File: src/verilog/serial_host_defines.svh
// constants for the serial host port with frame checking
`ifndef SERIAL_HOST_DEFINES_SVH
`define SERIAL_HOST_DEFINES_SVH
`define FRAME_LONG 6'h20
`define FRAME_SHORT 6'h18
`define CRC_POLY 8'h07
`define CLK_NS 4
`define SYNC_LAT_NS 1220
`define SYNC_CYC 10'(`SYNC_LAT_NS / `CLK_NS)
`define CLK_HZ 250000000
`define BAUD 9600
`define BIT_CYC_DEF 16'(`CLK_HZ / `BAUD)
`define RW_BIT 23
`define ADDR_HI 22
`define ADDR_LO 16
`define MAP_BIT 0
`define UBM_REG_ADDR 7'h7f
`define FAULT_REG_ADDR 7'h20
`define GEN_REG_ADDR 7'h21
`define LAST_BYTE 2'h2
`define RX_LAST 4'ha
`define TX_LAST 4'hb
`define STOP_POS 10
`define PAR_POS 9
`endif

File: src/verilog/serial_host_pkg.sv
// types shared by the serial host port modules
`default_nettype none
package serial_host_pkg;
    typedef enum logic [2:0] {TX_IDLE, TX_BRK, TX_B0, TX_B1, TX_B2} tx_state_t;
    typedef struct packed {
        logic sclk_m, sclk_s, sclk_p, cs_m, cs_s, cs_p, sdi_m, sdi_s;
        logic [31:0] rx_sh;
        logic [5:0] ecnt;
        logic [31:0] out_sh;
        logic [5:0] lcnt;
        logic sdo, pend, p_wr, p_uart, cmd_v;
        logic [9:0] dly;
        logic [6:0] p_addr;
        logic [15:0] p_data;
        logic resp_cmd, resp_crcerr, resp_kind;
        logic [15:0] resp_data;
        logic [1:0] fail_cnt;
        logic fault, clr_pend, sticky_clr, map, uarm;
        logic [1:0] ucnt;
        logic [23:0] ush;
        tx_state_t tx_st;
        logic [23:0] tx_pkt;
        logic tx_rd, ev_pend, ev_p;
    } core_st_t;
    typedef struct packed {
        logic rx_m, rx_s, rx_busy, rx_hold;
        logic [15:0] rx_cnt;
        logic [3:0] rx_bit;
        logic [10:0] rx_sh;
        logic rx_valid, rx_break, rx_err;
        logic [7:0] rx_byte;
        logic tx_busy;
        logic [15:0] tx_cnt;
        logic [3:0] tx_bit;
        logic [11:0] tx_sh;
    } link_st_t;
endpackage
`default_nettype wire

File: src/verilog/uart_link_if.sv
// character-level handshake between the port core and its uart
`timescale 1ns/1ps
`default_nettype none
interface uart_link_if;
    logic rx_valid;
    logic rx_break;
    logic rx_err;
    logic [7:0] rx_byte;
    logic tx_valid;
    logic tx_break;
    logic tx_ready;
    logic [7:0] tx_byte;
    modport link (output rx_valid, rx_break, rx_err, rx_byte, tx_ready, input tx_valid, tx_break, tx_byte);
    modport core (input rx_valid, rx_break, rx_err, rx_byte, tx_ready, output tx_valid, tx_break, tx_byte);
endinterface
`default_nettype wire

File: src/verilog/uart_link.sv
// break-framed uart character receiver and transmitter
`timescale 1ns/1ps
`default_nettype none
`include "serial_host_defines.svh"
module uart_link #(
    parameter logic [15:0] BIT_CYC = `BIT_CYC_DEF
) (
    input wire logic clk,
    input wire logic rst_n,
    input wire logic rx_pin,
    output logic tx_pin,
    uart_link_if.link lnk
);
    import serial_host_pkg::*;
    link_st_t link_q, link_d;

    always_comb begin
        logic [10:0] sh;
        sh = '0;
        link_d = link_q;
        link_d.rx_valid = 1'b0;
        link_d.rx_break = 1'b0;
        link_d.rx_err = 1'b0;
        link_d.rx_m = rx_pin;
        link_d.rx_s = link_q.rx_m;
        // ************************************************
        // receive: sample each bit at its centre
        // ************************************************
        if (link_q.rx_hold && link_q.rx_s) begin
            link_d.rx_hold = 1'b0;
        end
        if (!link_q.rx_busy) begin
            if (!link_q.rx_hold && !link_q.rx_s) begin
                link_d.rx_busy = 1'b1;
                link_d.rx_cnt = {1'b0, BIT_CYC[15:1]};
                link_d.rx_bit = '0;
            end
        end else if (link_q.rx_cnt != '0) begin
            link_d.rx_cnt = link_q.rx_cnt - 16'h0001;
        end else begin
            sh = {link_q.rx_s, link_q.rx_sh[10:1]};
            link_d.rx_sh = sh;
            link_d.rx_cnt = BIT_CYC - 16'h0001;
            link_d.rx_bit = link_q.rx_bit + 4'h1;
            if (link_q.rx_bit == `RX_LAST) begin
                link_d.rx_busy = 1'b0;
                // line must go high again before the next start bit
                link_d.rx_hold = 1'b1;
                link_d.rx_byte = sh[8:1];
                if (sh == '0) begin
                    link_d.rx_break = 1'b1;
                end else if (sh[`STOP_POS] && (^sh[`PAR_POS:1])) begin
                    link_d.rx_valid = 1'b1;
                end else begin
                    link_d.rx_err = 1'b1;
                end
            end
        end
        // ************************************************
        // transmit: idle bit after each character
        // ************************************************
        if (!link_q.tx_busy) begin
            if (lnk.tx_valid) begin
                link_d.tx_busy = 1'b1;
                link_d.tx_cnt = BIT_CYC - 16'h0001;
                link_d.tx_bit = '0;
                if (lnk.tx_break) begin
                    link_d.tx_sh = {1'b1, 11'h000};
                end else begin
                    link_d.tx_sh = {2'b11, ~^lnk.tx_byte, lnk.tx_byte, 1'b0};
                end
            end
        end else if (link_q.tx_cnt != '0) begin
            link_d.tx_cnt = link_q.tx_cnt - 16'h0001;
        end else begin
            link_d.tx_sh = {1'b1, link_q.tx_sh[11:1]};
            link_d.tx_cnt = BIT_CYC - 16'h0001;
            link_d.tx_bit = link_q.tx_bit + 4'h1;
            if (link_q.tx_bit == `TX_LAST) begin
                link_d.tx_busy = 1'b0;
            end
        end
    end

    always_ff @(posedge clk) begin
        if (!rst_n) begin
            link_q <= '0;
            link_q.rx_m <= 1'b1;
            link_q.rx_s <= 1'b1;
        end else begin
            link_q <= link_d;
        end
    end

    assign tx_pin = link_q.tx_busy ? link_q.tx_sh[0] : 1'b1;
    assign lnk.tx_ready = ~link_q.tx_busy;
    assign lnk.rx_valid = link_q.rx_valid;
    assign lnk.rx_break = link_q.rx_break;
    assign lnk.rx_err = link_q.rx_err;
    assign lnk.rx_byte = link_q.rx_byte;
endmodule
`default_nettype wire

File: src/verilog/serial_host_port_frame_check.sv
// serial peripheral and break-framed uart command port with frame checking
`timescale 1ns/1ps
`default_nettype none
`include "serial_host_defines.svh"
module serial_host_port_frame_check #(
    parameter logic [15:0] BIT_CYC = `BIT_CYC_DEF
) (
    input wire logic clk,
    input wire logic rst_n,
    input wire logic sclk_pin,
    input wire logic cs_n_pin,
    input wire logic sdi_pin,
    output logic sdo_o,
    output logic sdo_oe,
    input wire logic serial_rx_pin,
    output logic serial_tx_pin,
    input wire logic readback_disable,
    input wire logic fall_edge_launch,
    input wire logic check_enable,
    input wire logic [1:0] frame_check_fail_limit,
    input wire logic fault_mask,
    input wire logic alarm_action_en,
    input wire logic unsolicited_event_enable,
    input wire logic fault_summary,
    input wire logic general_summary,
    input wire logic reset_flag,
    input wire logic [15:0] fault_flag_value,
    input wire logic [15:0] general_flag_value,
    input wire logic [15:0] rd_data,
    output logic cmd_valid,
    output logic cmd_write,
    output logic [6:0] cmd_addr,
    output logic [15:0] cmd_wdata,
    output logic frame_check_fault,
    output logic fault_pin_n,
    output logic break_framed_uart,
    output logic sticky_clear
);
    import serial_host_pkg::*;
    core_st_t core_q, core_d;
    uart_link_if ul ();

    uart_link #(
        .BIT_CYC(BIT_CYC)
    ) u_link (
        .clk(clk),
        .rst_n(rst_n),
        .rx_pin(serial_rx_pin),
        .tx_pin(serial_tx_pin),
        .lnk(ul.link)
    );

    // ************************************************
    // helpers
    // ************************************************
    // msb first, zero start: a frame carrying its own checksum leaves zero
    function automatic logic [7:0] crc8(input logic [31:0] dat);
        logic [7:0] c;
        c = 8'h00;
        for (int i = 31; i >= 0; i--) begin
            c = {c[6:0], 1'b0} ^ ((c[7] ^ dat[i]) ? `CRC_POLY : 8'h00);
        end
        return c;
    endfunction

    function automatic logic [7:0] status_byte(input logic cmd, input logic alm, input logic cerr,
                                               input logic gen, input logic kind, input logic rst);
        status_byte = {cmd, alm, cerr, gen, kind, rst, 2'b00};
    endfunction

    always_comb begin
        logic [5:0] flen;
        logic [4:0] eidx;
        logic [23:0] f24;
        logic [23:0] resp24;
        logic bad, fall, rise, launch, alarm, ev, cs_fall, cs_rise;
        flen = check_enable ? `FRAME_LONG : `FRAME_SHORT;
        eidx = 5'(flen - 6'h01);
        f24 = check_enable ? core_q.rx_sh[31:8] : core_q.rx_sh[23:0];
        bad = check_enable && (crc8(core_q.rx_sh) != 8'h00);
        fall = core_q.sclk_p & ~core_q.sclk_s & ~core_q.cs_s;
        rise = ~core_q.sclk_p & core_q.sclk_s & ~core_q.cs_s;
        launch = fall_edge_launch ? fall : rise;
        cs_fall = core_q.cs_p & ~core_q.cs_s;
        cs_rise = ~core_q.cs_p & core_q.cs_s;
        alarm = fault_summary | (core_q.fault & ~fault_mask);
        ev = alarm | general_summary;
        resp24 = '0;
        core_d = core_q;
        core_d.cmd_v = 1'b0;
        core_d.sticky_clr = 1'b0;
        // ************************************************
        // pin synchronisers
        // ************************************************
        core_d.sclk_m = sclk_pin;
        core_d.sclk_s = core_q.sclk_m;
        core_d.sclk_p = core_q.sclk_s;
        core_d.cs_m = cs_n_pin;
        core_d.cs_s = core_q.cs_m;
        core_d.cs_p = core_q.cs_s;
        core_d.sdi_m = sdi_pin;
        core_d.sdi_s = core_q.sdi_m;
        // ************************************************
        // serial peripheral shifting
        // ************************************************
        if (cs_fall) begin
            resp24 = {status_byte(core_q.resp_cmd, alarm, core_q.resp_crcerr, general_summary,
                                  core_q.resp_kind, reset_flag), core_q.resp_data};
            core_d.out_sh = {resp24, check_enable ? crc8({8'h00, resp24}) : 8'h00};
            core_d.sdo = core_d.out_sh[31];
            core_d.lcnt = '0;
            core_d.ecnt = '0;
            if (core_q.clr_pend && !core_q.map) begin
                core_d.fault = 1'b0;
                core_d.fail_cnt = '0;
                core_d.clr_pend = 1'b0;
                core_d.sticky_clr = 1'b1;
            end
        end
        if (fall) begin
            core_d.rx_sh = {core_q.rx_sh[30:0], core_q.sdi_s};
            if (core_q.ecnt != 6'h3f) begin
                core_d.ecnt = core_q.ecnt + 6'h01;
            end
        end
        if (launch) begin
            core_d.out_sh = {core_q.out_sh[30:0], 1'b0};
            if (core_q.lcnt != 6'h3f) begin
                core_d.lcnt = core_q.lcnt + 6'h01;
            end
            // past the frame the input reappears one frame length later
            if (core_q.lcnt + 6'h01 < flen) begin
                core_d.sdo = core_q.out_sh[30];
            end else begin
                // a rising launch comes before that bit's falling sample, so the frame sits one place lower
                core_d.sdo = fall_edge_launch ? core_d.rx_sh[eidx] : core_d.rx_sh[eidx - 5'h01];
            end
        end
        // ************************************************
        // resynchronised execution
        // ************************************************
        if (core_q.pend) begin
            if (core_q.dly == `SYNC_CYC) begin
                core_d.pend = 1'b0;
                core_d.resp_kind = 1'b1;
                if (core_q.p_addr == `UBM_REG_ADDR) begin
                    if (core_q.p_wr) begin
                        core_d.map = core_q.p_data[`MAP_BIT];
                    end
                    core_d.resp_data = core_q.p_wr ? 16'h0000 : {15'h0000, core_q.map};
                end else begin
                    core_d.cmd_v = 1'b1;
                    core_d.resp_data = core_q.p_wr ? 16'h0000 : rd_data;
                end
                if (!core_q.p_wr && (core_q.p_addr == `FAULT_REG_ADDR || core_q.p_addr == `GEN_REG_ADDR)) begin
                    core_d.clr_pend = 1'b1;
                end
                if (core_q.p_uart && !core_q.p_wr) begin
                    core_d.tx_rd = 1'b1;
                end
            end else begin
                core_d.dly = core_q.dly + 10'h001;
            end
        end
        // partial frames and locked-out frames never reach the registers
        if (cs_rise && core_q.ecnt >= flen && !core_q.map) begin
            core_d.resp_cmd = f24[`RW_BIT];
            core_d.resp_crcerr = bad;
            if (bad) begin
                if (core_q.fail_cnt != 2'b11) begin
                    core_d.fail_cnt = core_q.fail_cnt + 2'b01;
                end
            end else if (f24[`ADDR_HI:`ADDR_LO] != `UBM_REG_ADDR) begin
                core_d.pend = 1'b1;
                core_d.dly = '0;
                core_d.p_wr = ~f24[`RW_BIT];
                core_d.p_addr = f24[`ADDR_HI:`ADDR_LO];
                core_d.p_data = f24[15:0];
                core_d.p_uart = 1'b0;
            end
        end
        // ************************************************
        // uart command packets
        // ************************************************
        if (ul.rx_break) begin
            core_d.ucnt = '0;
            core_d.uarm = 1'b1;
        end else if (ul.rx_err) begin
            core_d.uarm = 1'b0;
        end else if (ul.rx_valid && core_q.uarm) begin
            core_d.ush = {core_q.ush[15:0], ul.rx_byte};
            core_d.ucnt = core_q.ucnt + 2'b01;
            if (core_q.ucnt == `LAST_BYTE) begin
                core_d.uarm = 1'b0;
                if (core_q.map || core_d.ush[`ADDR_HI:`ADDR_LO] == `UBM_REG_ADDR) begin
                    core_d.resp_cmd = core_d.ush[`RW_BIT];
                    core_d.resp_crcerr = 1'b0;
                    core_d.pend = 1'b1;
                    core_d.dly = '0;
                    core_d.p_wr = ~core_d.ush[`RW_BIT];
                    core_d.p_addr = core_d.ush[`ADDR_HI:`ADDR_LO];
                    core_d.p_data = core_d.ush[15:0];
                    core_d.p_uart = 1'b1;
                end
            end
        end
        // ************************************************
        // uart output packets
        // ************************************************
        unique case (core_q.tx_st)
            TX_IDLE: begin
                if (core_q.tx_rd) begin
                    core_d.tx_rd = 1'b0;
                    core_d.tx_pkt = {status_byte(core_q.resp_cmd, alarm, 1'b0, general_summary, 1'b1,
                                                 reset_flag), core_q.resp_data};
                    core_d.tx_st = TX_BRK;
                    if (core_q.clr_pend) begin
                        core_d.fault = 1'b0;
                        core_d.fail_cnt = '0;
                        core_d.clr_pend = 1'b0;
                        core_d.sticky_clr = 1'b1;
                    end
                end else if (unsolicited_event_enable && core_q.ev_pend) begin
                    core_d.ev_pend = 1'b0;
                    if (ev) begin
                        core_d.tx_pkt = {status_byte(1'b0, alarm, 1'b0, general_summary, 1'b0, reset_flag),
                                         alarm ? fault_flag_value : general_flag_value};
                        core_d.tx_st = TX_BRK;
                    end
                end
            end
            TX_BRK: begin
                if (ul.tx_ready) begin
                    core_d.tx_st = TX_B0;
                end
            end
            TX_B0: begin
                if (ul.tx_ready) begin
                    core_d.tx_st = TX_B1;
                end
            end
            TX_B1: begin
                if (ul.tx_ready) begin
                    core_d.tx_st = TX_B2;
                end
            end
            TX_B2: begin
                if (ul.tx_ready) begin
                    core_d.tx_st = TX_IDLE;
                end
            end
        endcase
        if (ev && !core_q.ev_p) begin
            core_d.ev_pend = 1'b1;
        end
        core_d.ev_p = ev;
        // relatch last, from the count left after any clear; each clear also zeroes the count, so the clear wins its cycle
        if (frame_check_fail_limit != 2'b00 && core_d.fail_cnt >= frame_check_fail_limit) begin
            core_d.fault = 1'b1;
        end
    end

    always_ff @(posedge clk) begin
        if (!rst_n) begin
            core_q <= '0;
            core_q.cs_m <= 1'b1;
            core_q.cs_s <= 1'b1;
            core_q.cs_p <= 1'b1;
        end else begin
            core_q <= core_d;
        end
    end

    // ************************************************
    // outputs
    // ************************************************
    assign sdo_o = core_q.sdo;
    assign sdo_oe = ~core_q.cs_s & ~readback_disable & ~core_q.map;
    assign cmd_valid = core_q.cmd_v;
    assign cmd_write = core_q.p_wr;
    assign cmd_addr = core_q.p_addr;
    assign cmd_wdata = core_q.p_data;
    assign frame_check_fault = core_q.fault;
    assign fault_pin_n = ~(core_q.fault & alarm_action_en);
    assign break_framed_uart = core_q.map;
    assign sticky_clear = core_q.sticky_clr;
    assign ul.tx_valid = (core_q.tx_st != TX_IDLE);
    assign ul.tx_break = (core_q.tx_st == TX_BRK);
    assign ul.tx_byte = (core_q.tx_st == TX_B0) ? core_q.tx_pkt[23:16] :
                        (core_q.tx_st == TX_B1) ? core_q.tx_pkt[15:8] : core_q.tx_pkt[7:0];
endmodule
`default_nettype wire

File: config.mk
export PLATFORM = sky130hd
export DESIGN_NAME = serial_host_port_frame_check
export DESIGN_NICKNAME = d
export VERILOG_FILES = /design/src/verilog/serial_host_pkg.sv /design/src/verilog/uart_link_if.sv /design/src/verilog/uart_link.sv /design/src/verilog/serial_host_port_frame_check.sv
export VERILOG_INCLUDE_DIRS = /design/src /design/src/verilog
export SDC_FILE = /design/constraint.sdc
export NUM_CORES = 1
export LEC_CHECK = 0
export BUFFER_PORTS_ARGS = -buffer_cell sky130_fd_sc_hd__buf_2
export CORE_ASPECT_RATIO = 2
export CORE_MARGIN = 2
export CORE_UTILIZATION = 35
export CTS_CLUSTER_DIAMETER = 200
export DETAILED_ROUTE_END_ITERATION = 8
export GPL_TIMING_DRIVEN = 0
export PLACE_DENSITY_LB_ADDON = 0.05
export SLEW_MARGIN = 20
export SYNTH_ARGS = -nofsm -noshare
export SYNTH_HDL_FRONTEND = slang
export SYNTH_SLANG_ARGS = --single-unit
File: constraint.sdc
create_clock -name clk -period 7.6 [get_ports clk]
set_input_delay 0.76 -clock clk [delete_from_list [all_inputs] [get_ports clk]]
set_output_delay 0.76 -clock clk [all_outputs]
set_load 0.02 [all_outputs]
==> results of run 1 <==
cell families after synthesis:
logic type	Yosys count	synth area share, %
compound gates	350	15.91
flops	270	40.10
fa+ha+maj	20	1.857
xor+xnor	139	10.95
mux	69	5.375
simple gates	621	20.81
buf+inv	149	4.994
stage by stage:
stage / cell area [µm²] / cells / total power [W] / util, % / setup slack [ps]
5_1_grt: 15490 / 2278 / 0.003874 / 40.72 / 3714
4_1_cts: 15480 / 2278 / 0.003719 / 40.70 / 3975
3_5_place_dp: 14610 / 2229 / 0.002353 / 38.41 / 3671
3_3_place_gp: 14600 / 2228 / 0.002339 / 38.38 / 3694
6_report: 15490 / 2278 / 0.003672 / 40.72 / 3991
2_1_floorplan: 13480 / 1618 / 0.002111 / - / 4422
per-layer routing:
layer	vias up	wire length (µm)	track usage [%]
met5	-	17	0
met4	2	1655	8.479
met3	87	1432	2.497
met2	235	24450	44.27
met1	5536	16690	22.77
li1	5845	-	-
worst max-delay path by stage:
stage                                   from                      endpoint  cells past startpoint
finish              core_q[183]$_SDFFE_PN0P_  frame_check_fault$_SDFF_PN0_                     12
global route        core_q[183]$_SDFFE_PN0P_  frame_check_fault$_SDFF_PN0_                     13
CTS                 core_q[183]$_SDFFE_PN0P_  frame_check_fault$_SDFF_PN0_                     12
detailed placement              check_enable  frame_check_fault$_SDFF_PN0_                     16
global placement                check_enable  frame_check_fault$_SDFF_PN0_                     16
floorplan                       check_enable  frame_check_fault$_SDFF_PN0_                     15
registers in the layout (all words and copies together) (netlist names), 5 cells and up, named ones only:
register / cells
cmd_addr: 7
cmd_wdata: 16
u_link.link_q: 66
u_link.lnk.rx_byte: 8
core_q: 154
core_d: 5
cell type report:
class	count	share of cell area (%)
Timing Repair Buffer	96	3.118
Clock inverter	7	0.4928
Multi-Input combinational cell	1199	47.86
Tap cell	515	4.161
Inverter	21	0.5090
Clock buffer	42	5.122
Sequential cell	270	34.90
Buffer	128	3.837
worst max-delay path: stages (launching register included):
cell	delay (ps)
dfxtp_1	530
xnor3_1	480
xnor2_1	250
xnor3_1	490
nor3_2	250
o22ai_1	180
o211ai_1	350
mux2i_1	270
a21oi_1	70
ha_1	270
a21boi_0	120
o22ai_1	120
a21oi_1	80
cells in the final DEF, fill, tap and decap left out, types with 5 or more instances in the layout:
cell type | synthesis | routed
inv_1 | 19 | 19
buf_4 | 25 | 26
nor4_1 | 20 | 18
nand2_1 | 289 | 289
a211oi_1 | 15 | 15
o22ai_1 | 6 | 6
ha_1 | 20 | 20
nor2_1 | 119 | 119
buf_2 | 4 | 99
nor3b_1 | 5 | 5
xnor2_1 | 87 | 87
nand2b_1 | 22 | 22
or3_1 | 6 | 6
and2_1 | 10 | 10
a311oi_1 | 23 | 23
clkbuf_1 | 90 | 100
buf_1 | 7 | 7
mux2_2 | 17 | 17
a21oi_1 | 150 | 150
mux2i_1 | 51 | 51
xnor3_1 | 13 | 13
o21ai_1 | 13 | 13
nand4_1 | 8 | 8
o211ai_1 | 7 | 7
nand3_1 | 52 | 52
dfxtp_1 | 270 | 270
a21o_1 | 5 | 5
nand3b_1 | 6 | 6
nor2b_1 | 11 | 11
a22o_1 | 23 | 23
xor2_1 | 33 | 33
nor3_1 | 42 | 42
and3_1 | 10 | 10
o21ai_0 | 64 | 64
a22oi_1 | 5 | 5
a31oi_1 | 12 | 12
clkbuf_16 | 0 | 28
power groups by stage:
stage	combinational, W	sequential (W)	clock, W
after floorplan	0.000545	0.00157	0
after global placement	0.000759	0.00158	0
after detailed placement	0.000772	0.00158	0
after CTS	0.000777	0.00155	0.00139
after global routing	0.000868	0.00156	0.00145
final	0.000771	0.00155	0.00135
==> qor.yml, run 1 <==
outcome: "complete, no violations"
grt_pass1_vias: 11841
worst_setup_path_end_kind: "flip-flop"
layout-drive-gt1-share_pct: 11.57
netlist.area_leader.share_pct: 40.10
vias_per_cell: 5.138
cap_violations: 0
finalHoldViolations: 0
initial_core_util_pct: 35.43
drc_errors: 0
whs_path_depth: 2
worstSetupPathType: "flip-flop to flip-flop"
arrival_ps: 4030
fin_crit_sh_pct: 47.48
first_iter_violations: 485
setup_viol: 0
first_pass_iters: 5
cts.repair.resized: 0
coreArea_mm2: 0.03804
wl_per_cell_um: 19.43
synth.area.top_cells: "dfxtp_1 (40%), nand2_1 (8.0%), xnor2_1 (5.7%)"
syn_area_mm2: 0.01348
nets: 1829
clkTransAtPathRegs_ps: 70
cts_tree: "yes"
synth_cells: 1618
min_to: "core_d[199]$_SDFF_PN1_"
postRouteAntennaNets: 0
postCtsSetupBuffers: 0
r2r_cells: 12
multi_input_area_mm2: 0.007412
p_seq_share_pct: 42.2
dr_total_vias: 11705
synth_cell_type_count: 68
clkPwrFrac_pct: 36.8
critPathRequiredTime_ps: 8020
clock-root-buffer: "clkbuf_16"
ir_drop_v: 0.0001621
p_sw_w: 0.001158
powerDensity_mw_per_mm2: 237.1
grt_pass1_wl_um: 67880
synthArstFlopShare_pct: 0
synth_flop_cell: "dfxtp_1"
cts_made_buffers: 28
worstSkewPairLatency_ps: 580
min_from: "cs_n_pin"
register_area_mm2: 0.005405
cts.sinks: 270
synth_nets: 1703
slew_headroom_pct: 31.89
power_leakage_nw: 5.708
period_needed_ps: 3609
report.final.slew_viol_count: 0
fp.dieArea_mm2: 0.04019
syn2layout_area_growth_pct: 14.91
dp_hpwl_um: 33950
worst-slew-pin-transition_ps: 1022
wirelength_um: 44250
gp_congestion: 0.8627
grt_start_max_net_pins: 15
hold_class: "primary input to flip-flop"
ys_ff_latch: 270
avgSynthCellArea_um2: 8.330
io_pins: 97
crit_path_start_kind: "flip-flop"
antenna_found_initial: 1
rsz0062_at_grt: "false"
timing.fmax_mhz: 277.1
comb_power_share_pct: 21.0
hold_ws_ps: 369.3
ctsHtreeMaxLevel: 1
cts_hold_buf: 0
grt_usage_pct: 22.08
skew_ps: 24.47
die_w_um: 142.8
synth_common_cells: "nand2_1 (289), dfxtp_1 (270), a21oi_1 (150), nor2_1 (119), clkbuf_1 (90)"
yosysTopAreaCell: "dfxtp_1"
sw_frac_of_total_pct: 31.54
p_int_w: 0.002514
r2r_setup_slack_ps: 3990
cts_buffer_depth: 3
synth_seq_area_share_pct: 40.10
diodes: 0
synth_most_common_cell: "nand2_1"
die_h_um: 281.5
yosys_warnings: 0
synth_edf_count: 0
portBuffers: 95
crit_fanout: 6
grt_overflow: 0
reg2reg_from: "core_q[183]$_SDFFE_PN0P_"
num-fill-cells: 3978
reg2reg_to: "frame_check_fault$_SDFF_PN0_"
tns_ps: 0
rows: 101
(Power assumes the default switching activity.)
==> run 2: changes to the inputs <==
==> constraint.sdc (replaced) <==
create_clock -name clk -period 3.4 [get_ports clk]
set_input_delay 0.34 -clock clk [delete_from_list [all_inputs] [get_ports clk]]
set_output_delay 0.34 -clock clk [all_outputs]
set_load 0.02 [all_outputs]
==> run 2 against run 1 <==
  * Global-route usage is essentially flat
  * Combinational power up 130%
  * Critical path depth up 4
  * Wire length grew 0.21%
  * First-iteration DRC count is 0.62% higher
  * Critical endpoint unchanged
  * Largest power group unchanged
==> qor.yml, run 2 (synthesis results as in run 1) <==
final_cell_mix: "nand2_1 (289), dfxtp_1 (265), a21oi_1 (150)"
die_h_um: 281.5  # unchanged
reg2reg_to: "frame_check_fault$_SDFF_PN0_"
placedCellCount: 2229  # unchanged
die_w_um: 142.8  # unchanged
portBuffers: 95  # unchanged
setup_slack_ps: 94.18  # -3897 ps
reg2reg_from: "core_q[194]$_SDFF_PN0_"
cts_buffer_depth: 3  # unchanged
min_to: "core_d[196]$_SDFF_PN0_"
regMostFlops: "core_q"
skew_ps: 22.24  # -2.237 ps
dp_hpwl_um: 33950  # unchanged
layout-drive-gt1-share_pct: 12.51  # +0.94 points
worstSetupPathType: "flip-flop to flip-flop"
ir_drop_v: 0.0003607  # +120%
arrival_ps: 3720  # -310 ps
worst_setup_path_end_kind: "flip-flop"
antenna_found_initial: 1  # unchanged
power_leakage_nw: 5.814  # +1.9%
cts_tree: "yes"
diodes: 0  # unchanged
fin_crit_sh_pct: 97.23  # +50 points
critPathRequiredTime_ps: 3820  # -4200 ps
report.final.slew_viol_count: 0  # unchanged
final_common_cell: "nand2_1"
cts.sinks: 270  # unchanged
rsz0062_at_grt: "true"
setup_viol: 0  # unchanged
dp_slack_ps: -215.2  # -3886 ps
wl_per_cell_um: 19.31  # -0.61%
wirelength_um: 44350  # +0.21%
post-route-util_pct: 41.44  # +0.72 points
coreArea_mm2: 0.03804  # unchanged
vias_per_cell: 5.127  # -0.23%
timing.fmax_mhz: 302.5  # +9.2%
largest_reg_flops: 154  # unchanged
grt_pass1_wl_um: 68050  # +0.25%
finalHoldViolations: 0  # unchanged
period_needed_ps: 3306  # -303.0 ps
min_from: "sdi_pin"
postRouteAntennaNets: 0  # unchanged
r2r_cells: 16  # +4
ctsHtreeMaxLevel: 1  # unchanged
grt_usage_pct: 22.10  # +0.026 points
nets: 1848  # +1.0%
syn2layout_area_growth_pct: 16.94
hold_class: "primary input to flip-flop"
grt_pass1_vias: 11919  # +0.66%
cap_violations: 0  # unchanged
grt_start_max_net_pins: 15  # unchanged
tns_ps: 0  # unchanged
first_pass_iters: 5  # unchanged
clkTransAtPathRegs_ps: 70  # about the same
io_pins: 97  # unchanged
initial_core_util_pct: 35.43  # unchanged
powerDensity_mw_per_mm2: 521.4  # +120%
whs_path_depth: 2  # unchanged
crit_fanout: 8  # +2
clock-root-buffer: "clkbuf_16"
worst-slew-pin-transition_ps: 1039  # +16.89 ps
fp.dieArea_mm2: 0.04019  # unchanged
rows: 101  # unchanged
dr_total_vias: 11776  # +0.61%
num-fill-cells: 3944  # -0.85%
outcome: "complete, no violations"
crit_path_start_kind: "flip-flop"
r2r_setup_slack_ps: 90  # -3900 ps
slew_headroom_pct: 30.76  # -1.1 points
drc_errors: 0  # unchanged
gp_congestion: 0.8627  # unchanged
grt_overflow: 0  # unchanged
cts_made_buffers: 28  # unchanged
worstSkewPairLatency_ps: 580  # about the same
fin_cells: 2297  # +0.83%
first_iter_violations: 488  # +0.62%
run 2: changes by cell type in the layout (fill, tap and decap cells not counted), moves of 3 or more:
cell and change:
dfxtp_2 +4, nor3_1 -3, dlygate4sd3_1 +18, dfxtp_1 -5, buf_4 +4, nor3_2 +3
run 2: through the flow:
stage                     hold WS (ps)  total power, W  instance area [µm²]
after floorplan                  386.3        0.004720                13480
after global placement           390.4        0.005228                14600
after detailed placement         395.6        0.005261                14610
after CTS                        17.87        0.008331                15680
after global routing             21.03        0.008676                15760
final                            16.14        0.008217                15760
run 2: area by class of cell:
class	instances	area [µm²]	area share (%)
timing repair buffer	118	693.2	4.398
sequential	270	5414	34.35
multi-input combinational	1199	7472	47.41
clock inverter	7	76.32	0.4842
tap	515	644.4	4.088
buffer	125	589.3	3.739
inverter	21	78.83	0.5001
clock buffer	42	793.3	5.033
run 2: how the worst max path moves through the flow:
stage	slack, ps	start	cells after the start	endpoint
floorplan	320	core_q[188]$_SDFFE_PN0P_	13	frame_check_fault$_SDFF_PN0_
global placement	-210	core_q[183]$_SDFFE_PN0P_	12	frame_check_fault$_SDFF_PN0_
detailed placement	-220	core_q[183]$_SDFFE_PN0P_	12	frame_check_fault$_SDFF_PN0_
CTS	30	flip-flop	13	frame_check_fault$_SDFF_PN0_
global route	-90	core_q[194]$_SDFF_PN0_	15	frame_check_fault$_SDFF_PN0_
finish	90	core_q[194]$_SDFF_PN0_	16	frame_check_fault$_SDFF_PN0_
run 2: power breakdown:
part | switching [W] | internal, W | total, W
combinational | 0.00112 | 0.000616 | 0.00174
clock | 0.00133 | 0.00168 | 0.00301
sequential | 0.000128 | 0.00334 | 0.00346
run 2: timing repair:
item,4_1_cts,5_1_grt
setup endpoints to repair,1,1
hold endpoints to repair,18,0
pin swaps,2,8
cloned,0,0
gates resized for setup,2,18
hold buffers,18,0
setup buffers,2,2
run 2: worst max-delay path, cell delays in order (launching register included):
cell	delay [ps]
dfxtp_1	320
buf_6	150
xnor3_2	480
buf_4	170
xnor2_2	170
xnor3_1	280
nor3_2	250
o22ai_4	130
o211ai_1	170
buf_4	160
mux2i_2	220
nand2_1	90
ha_1	270
inv_1	50
a21boi_0	70
o22ai_1	120
a21oi_1	80
run 2: metal layers:
layer / global-route usage, % / vias up / routed length, µm
met1: 22.83 / 5566 / 16710
met4: 8.403 / 2 / 1718
met3: 2.395 / 87 / 1438
met5: 0 / - / 17
met2: 44.39 / 242 / 24460
li1: - / 5879 / -
==> run 3: changes to the inputs <==
--- a/config.mk
+++ b/config.mk
@@ -9,12 +9,12 @@
 export BUFFER_PORTS_ARGS = -buffer_cell sky130_fd_sc_hd__buf_2
 export CORE_ASPECT_RATIO = 2
 export CORE_MARGIN = 2
-export CORE_UTILIZATION = 35
+export CORE_UTILIZATION = 60
 export CTS_CLUSTER_DIAMETER = 200
 export DETAILED_ROUTE_END_ITERATION = 8
 export GPL_TIMING_DRIVEN = 0
 export PLACE_DENSITY_LB_ADDON = 0.05
-export SLEW_MARGIN = 20
+export SLEW_MARGIN = 25
 export SYNTH_ARGS = -nofsm -noshare
 export SYNTH_HDL_FRONTEND = slang
 export SYNTH_SLANG_ARGS = --single-unit
==> run 3 against run 2 <==
  * Worst setup slack got worse by 46 ps
  * Hold slack better by 4.7 ps
  * Power down 3.6%
  * Via count rose by 2.9%
  * Clock power decreased by 8.0%
  * Die area is 41% lower
  * Critical path depth did not move
  * Final cell count fell by 11%
  * Fmax shrank 1.4%
  * Cell area shrank 2.6%
  * Critical endpoint unchanged
  * Largest cell class unchanged
  * Highest routed layer is now met4
==> qor.yml, run 3 (synthesis results as in run 1) <==
outcome: "complete, no violations"
fin_area_mm2: 0.01535  # -2.6%
wl_per_cell_um: 18.87  # -2.3%
grt_pass1_wl_um: 60970  # -10%
grt_overflow: 0  # unchanged
worstSkewPairLatency_ps: 550  # -30 ps
arrival_ps: 3740  # +20 ps
portBuffers: 95  # unchanged
slew_headroom_pct: 37.90  # +7.1 points
whs_path_depth: 2  # unchanged
min_from: "rd_data[8]"
syn2layout_area_growth_pct: 13.86
crit_path_start_kind: "flip-flop"
fp.dieArea_mm2: 0.02375  # -41%
timing.fmax_mhz: 298.3  # -1.4%
cap_violations: 0  # unchanged
place_area_mm2: 0.01431  # -2.1%
finalHoldViolations: 0  # unchanged
crit_fanout: 7  # -1
period_needed_ps: 3352  # +46.36 ps
clkTransAtPathRegs_ps: 70  # about the same
grt_usage_pct: 32.78  # +11 points
clock-root-buffer: "clkbuf_16"
first_iter_violations: 782  # +60%
r2r_cells: 16  # unchanged
wirelength_um: 38700  # -13%
postRouteAntennaNets: 0  # unchanged
grt_pass1_vias: 12120  # +1.7%
final_common_cell: "nand2_1"
diodes: 0  # unchanged
dr_total_vias: 12121  # +2.9%
ir_drop_v: 0.0005435  # +51%
cts_tree: "yes"
cts_buffer_depth: 3  # unchanged
antenna_found_initial: 0  # -1
critPathRequiredTime_ps: 3790  # -30 ps
ctsHtreeMaxLevel: 1  # unchanged
final_cell_mix: "nand2_1 (289), dfxtp_1 (265), a21oi_1 (150)"
fin_crit_sh_pct: 98.59  # +1.4 points
cts_made_buffers: 25  # -11%
total_power_w: 0.007925  # -3.6%
die_h_um: 216.0  # -23%
rows: 77  # -24%
rsz0062_at_grt: "true"
gp_congestion: 0.9517  # +10%
skew_ps: 15.30  # -6.940 ps
post-route-util_pct: 69.56  # +28 points
worst-slew-pin-transition_ps: 923.9  # -114.7 ps
drc_errors: 0  # unchanged
regMostFlops: "core_q"
hold_class: "primary input to flip-flop"
worst_setup_path_end_kind: "flip-flop"
die_w_um: 110.0  # -23%
num-fill-cells: 1906  # -52%
setup_viol: 0  # unchanged
dp_hpwl_um: 28680  # -16%
io_pins: 97  # unchanged
first_pass_iters: 7  # +2
crit_start: "core_q[188]$_SDFFE_PN0P_"
grt_start_max_net_pins: 17  # +2
coreArea_mm2: 0.02206  # -42%
worstSetupPathType: "flip-flop to flip-flop"
layout-drive-gt1-share_pct: 12.79  # +0.27 points
nets: 1842  # -0.32%
reg2reg_from: "core_q[188]$_SDFFE_PN0P_"
report.final.slew_viol_count: 0  # unchanged
power_leakage_nw: 5.758  # -0.96%
initial_core_util_pct: 61.09  # +26 points
vias_per_cell: 5.910  # +15%
largest_reg_flops: 154  # unchanged
powerDensity_mw_per_mm2: 516.4  # -0.95%
cts.sinks: 270  # unchanged
==> run 3: changes by cell type in the layout (fill, tap and decap cells not counted), moves of 3 or more <==
| cell | delta |
|---|---|
| clkbuf_1 | -7 |
| clkinv_2 | +3 |
| dlygate4sd3_1 | -6 |
| clkinvlp_4 | +3 |
| clkbuf_16 | -3 |
==> run 3: metrics by stage <==
stage	setup WS (ps)	setup TNS (ps)	cells	hold WS (ps)
6_report	47.82	0	2051	20.81
5_1_grt	-125.1	-127.2	2051	13.36
4_1_cts	3.001	0	2049	4.499
3_5_place_dp	-165.5	-165.5	1989	401.4
3_3_place_gp	-103.6	-103.6	1989	398.6
2_1_floorplan	323.7	0	1618	386.3
==> run 3: timing repair <==
action,CTS,global route
endpoints found under the hold margin,12,0
gates resized for setup,3,16
pin swaps,4,7
hold buffers,12,0
endpoints found under the setup margin,1,16
buffers inserted,5,3
==> run 3: path summary, 6_finish.rpt <==
| check | end | slack [ps] |
|---|---|---|
| max | frame_check_fault$_SDFF_PN0_ | 50 |
| min reg2reg | u_link.link_q[77]$_SDFF_PN1_ | 420 |
| max reg2reg | frame_check_fault$_SDFF_PN0_ | 50 |
| min | core_q[71]$_SDFFE_PN0P_ | 20 |
==> run 3: worst max-delay path, stage by stage (launching register included) <==
cell and delay, ps:
dfxtp_2 320, buf_6 120, xnor3_2 510, buf_6 160
xnor3_1 220, xnor3_1 270, nor3_2 250, o22ai_2 140
o211ai_1 170, buf_4 160, mux2i_2 230, nand2_1 90
ha_1 270, inv_1 50, a21boi_1 50, o22ai_1 100
a21oi_1 80
==> run 3: final cells by class <==
type	count	area, µm²	area share (%)
clock inverter	14	115.1	0.7501
inverter	21	78.83	0.5137
clock buffer	31	678.2	4.419
multi-input combinational	1199	7468	48.67
tap	276	345.3	2.250
timing repair buffer	115	659.4	4.297
buffer	125	589.3	3.840
sequential	270	5411	35.26
==> run 3: layer usage <==
layer / wire length [µm] / track usage (%)
met1: 13860 / 33.79
met2: 20080 / 59.26
met3: 1939 / 4.651
met4: 2816 / 21.43
met5: 0 / 0
==> run 3: report_power, final <==
group | leakage [nW] | internal [W] | total [W] | switching (W)
Clock | 0.380 | 0.00150 | 0.00277 | 0.00127
Combinational | 3.19 | 0.000597 | 0.00168 | 0.00109
Sequential | 2.19 | 0.00333 | 0.00347 | 0.000131
Total | 5.76 | 0.00543 | 0.00792 | 0.00249
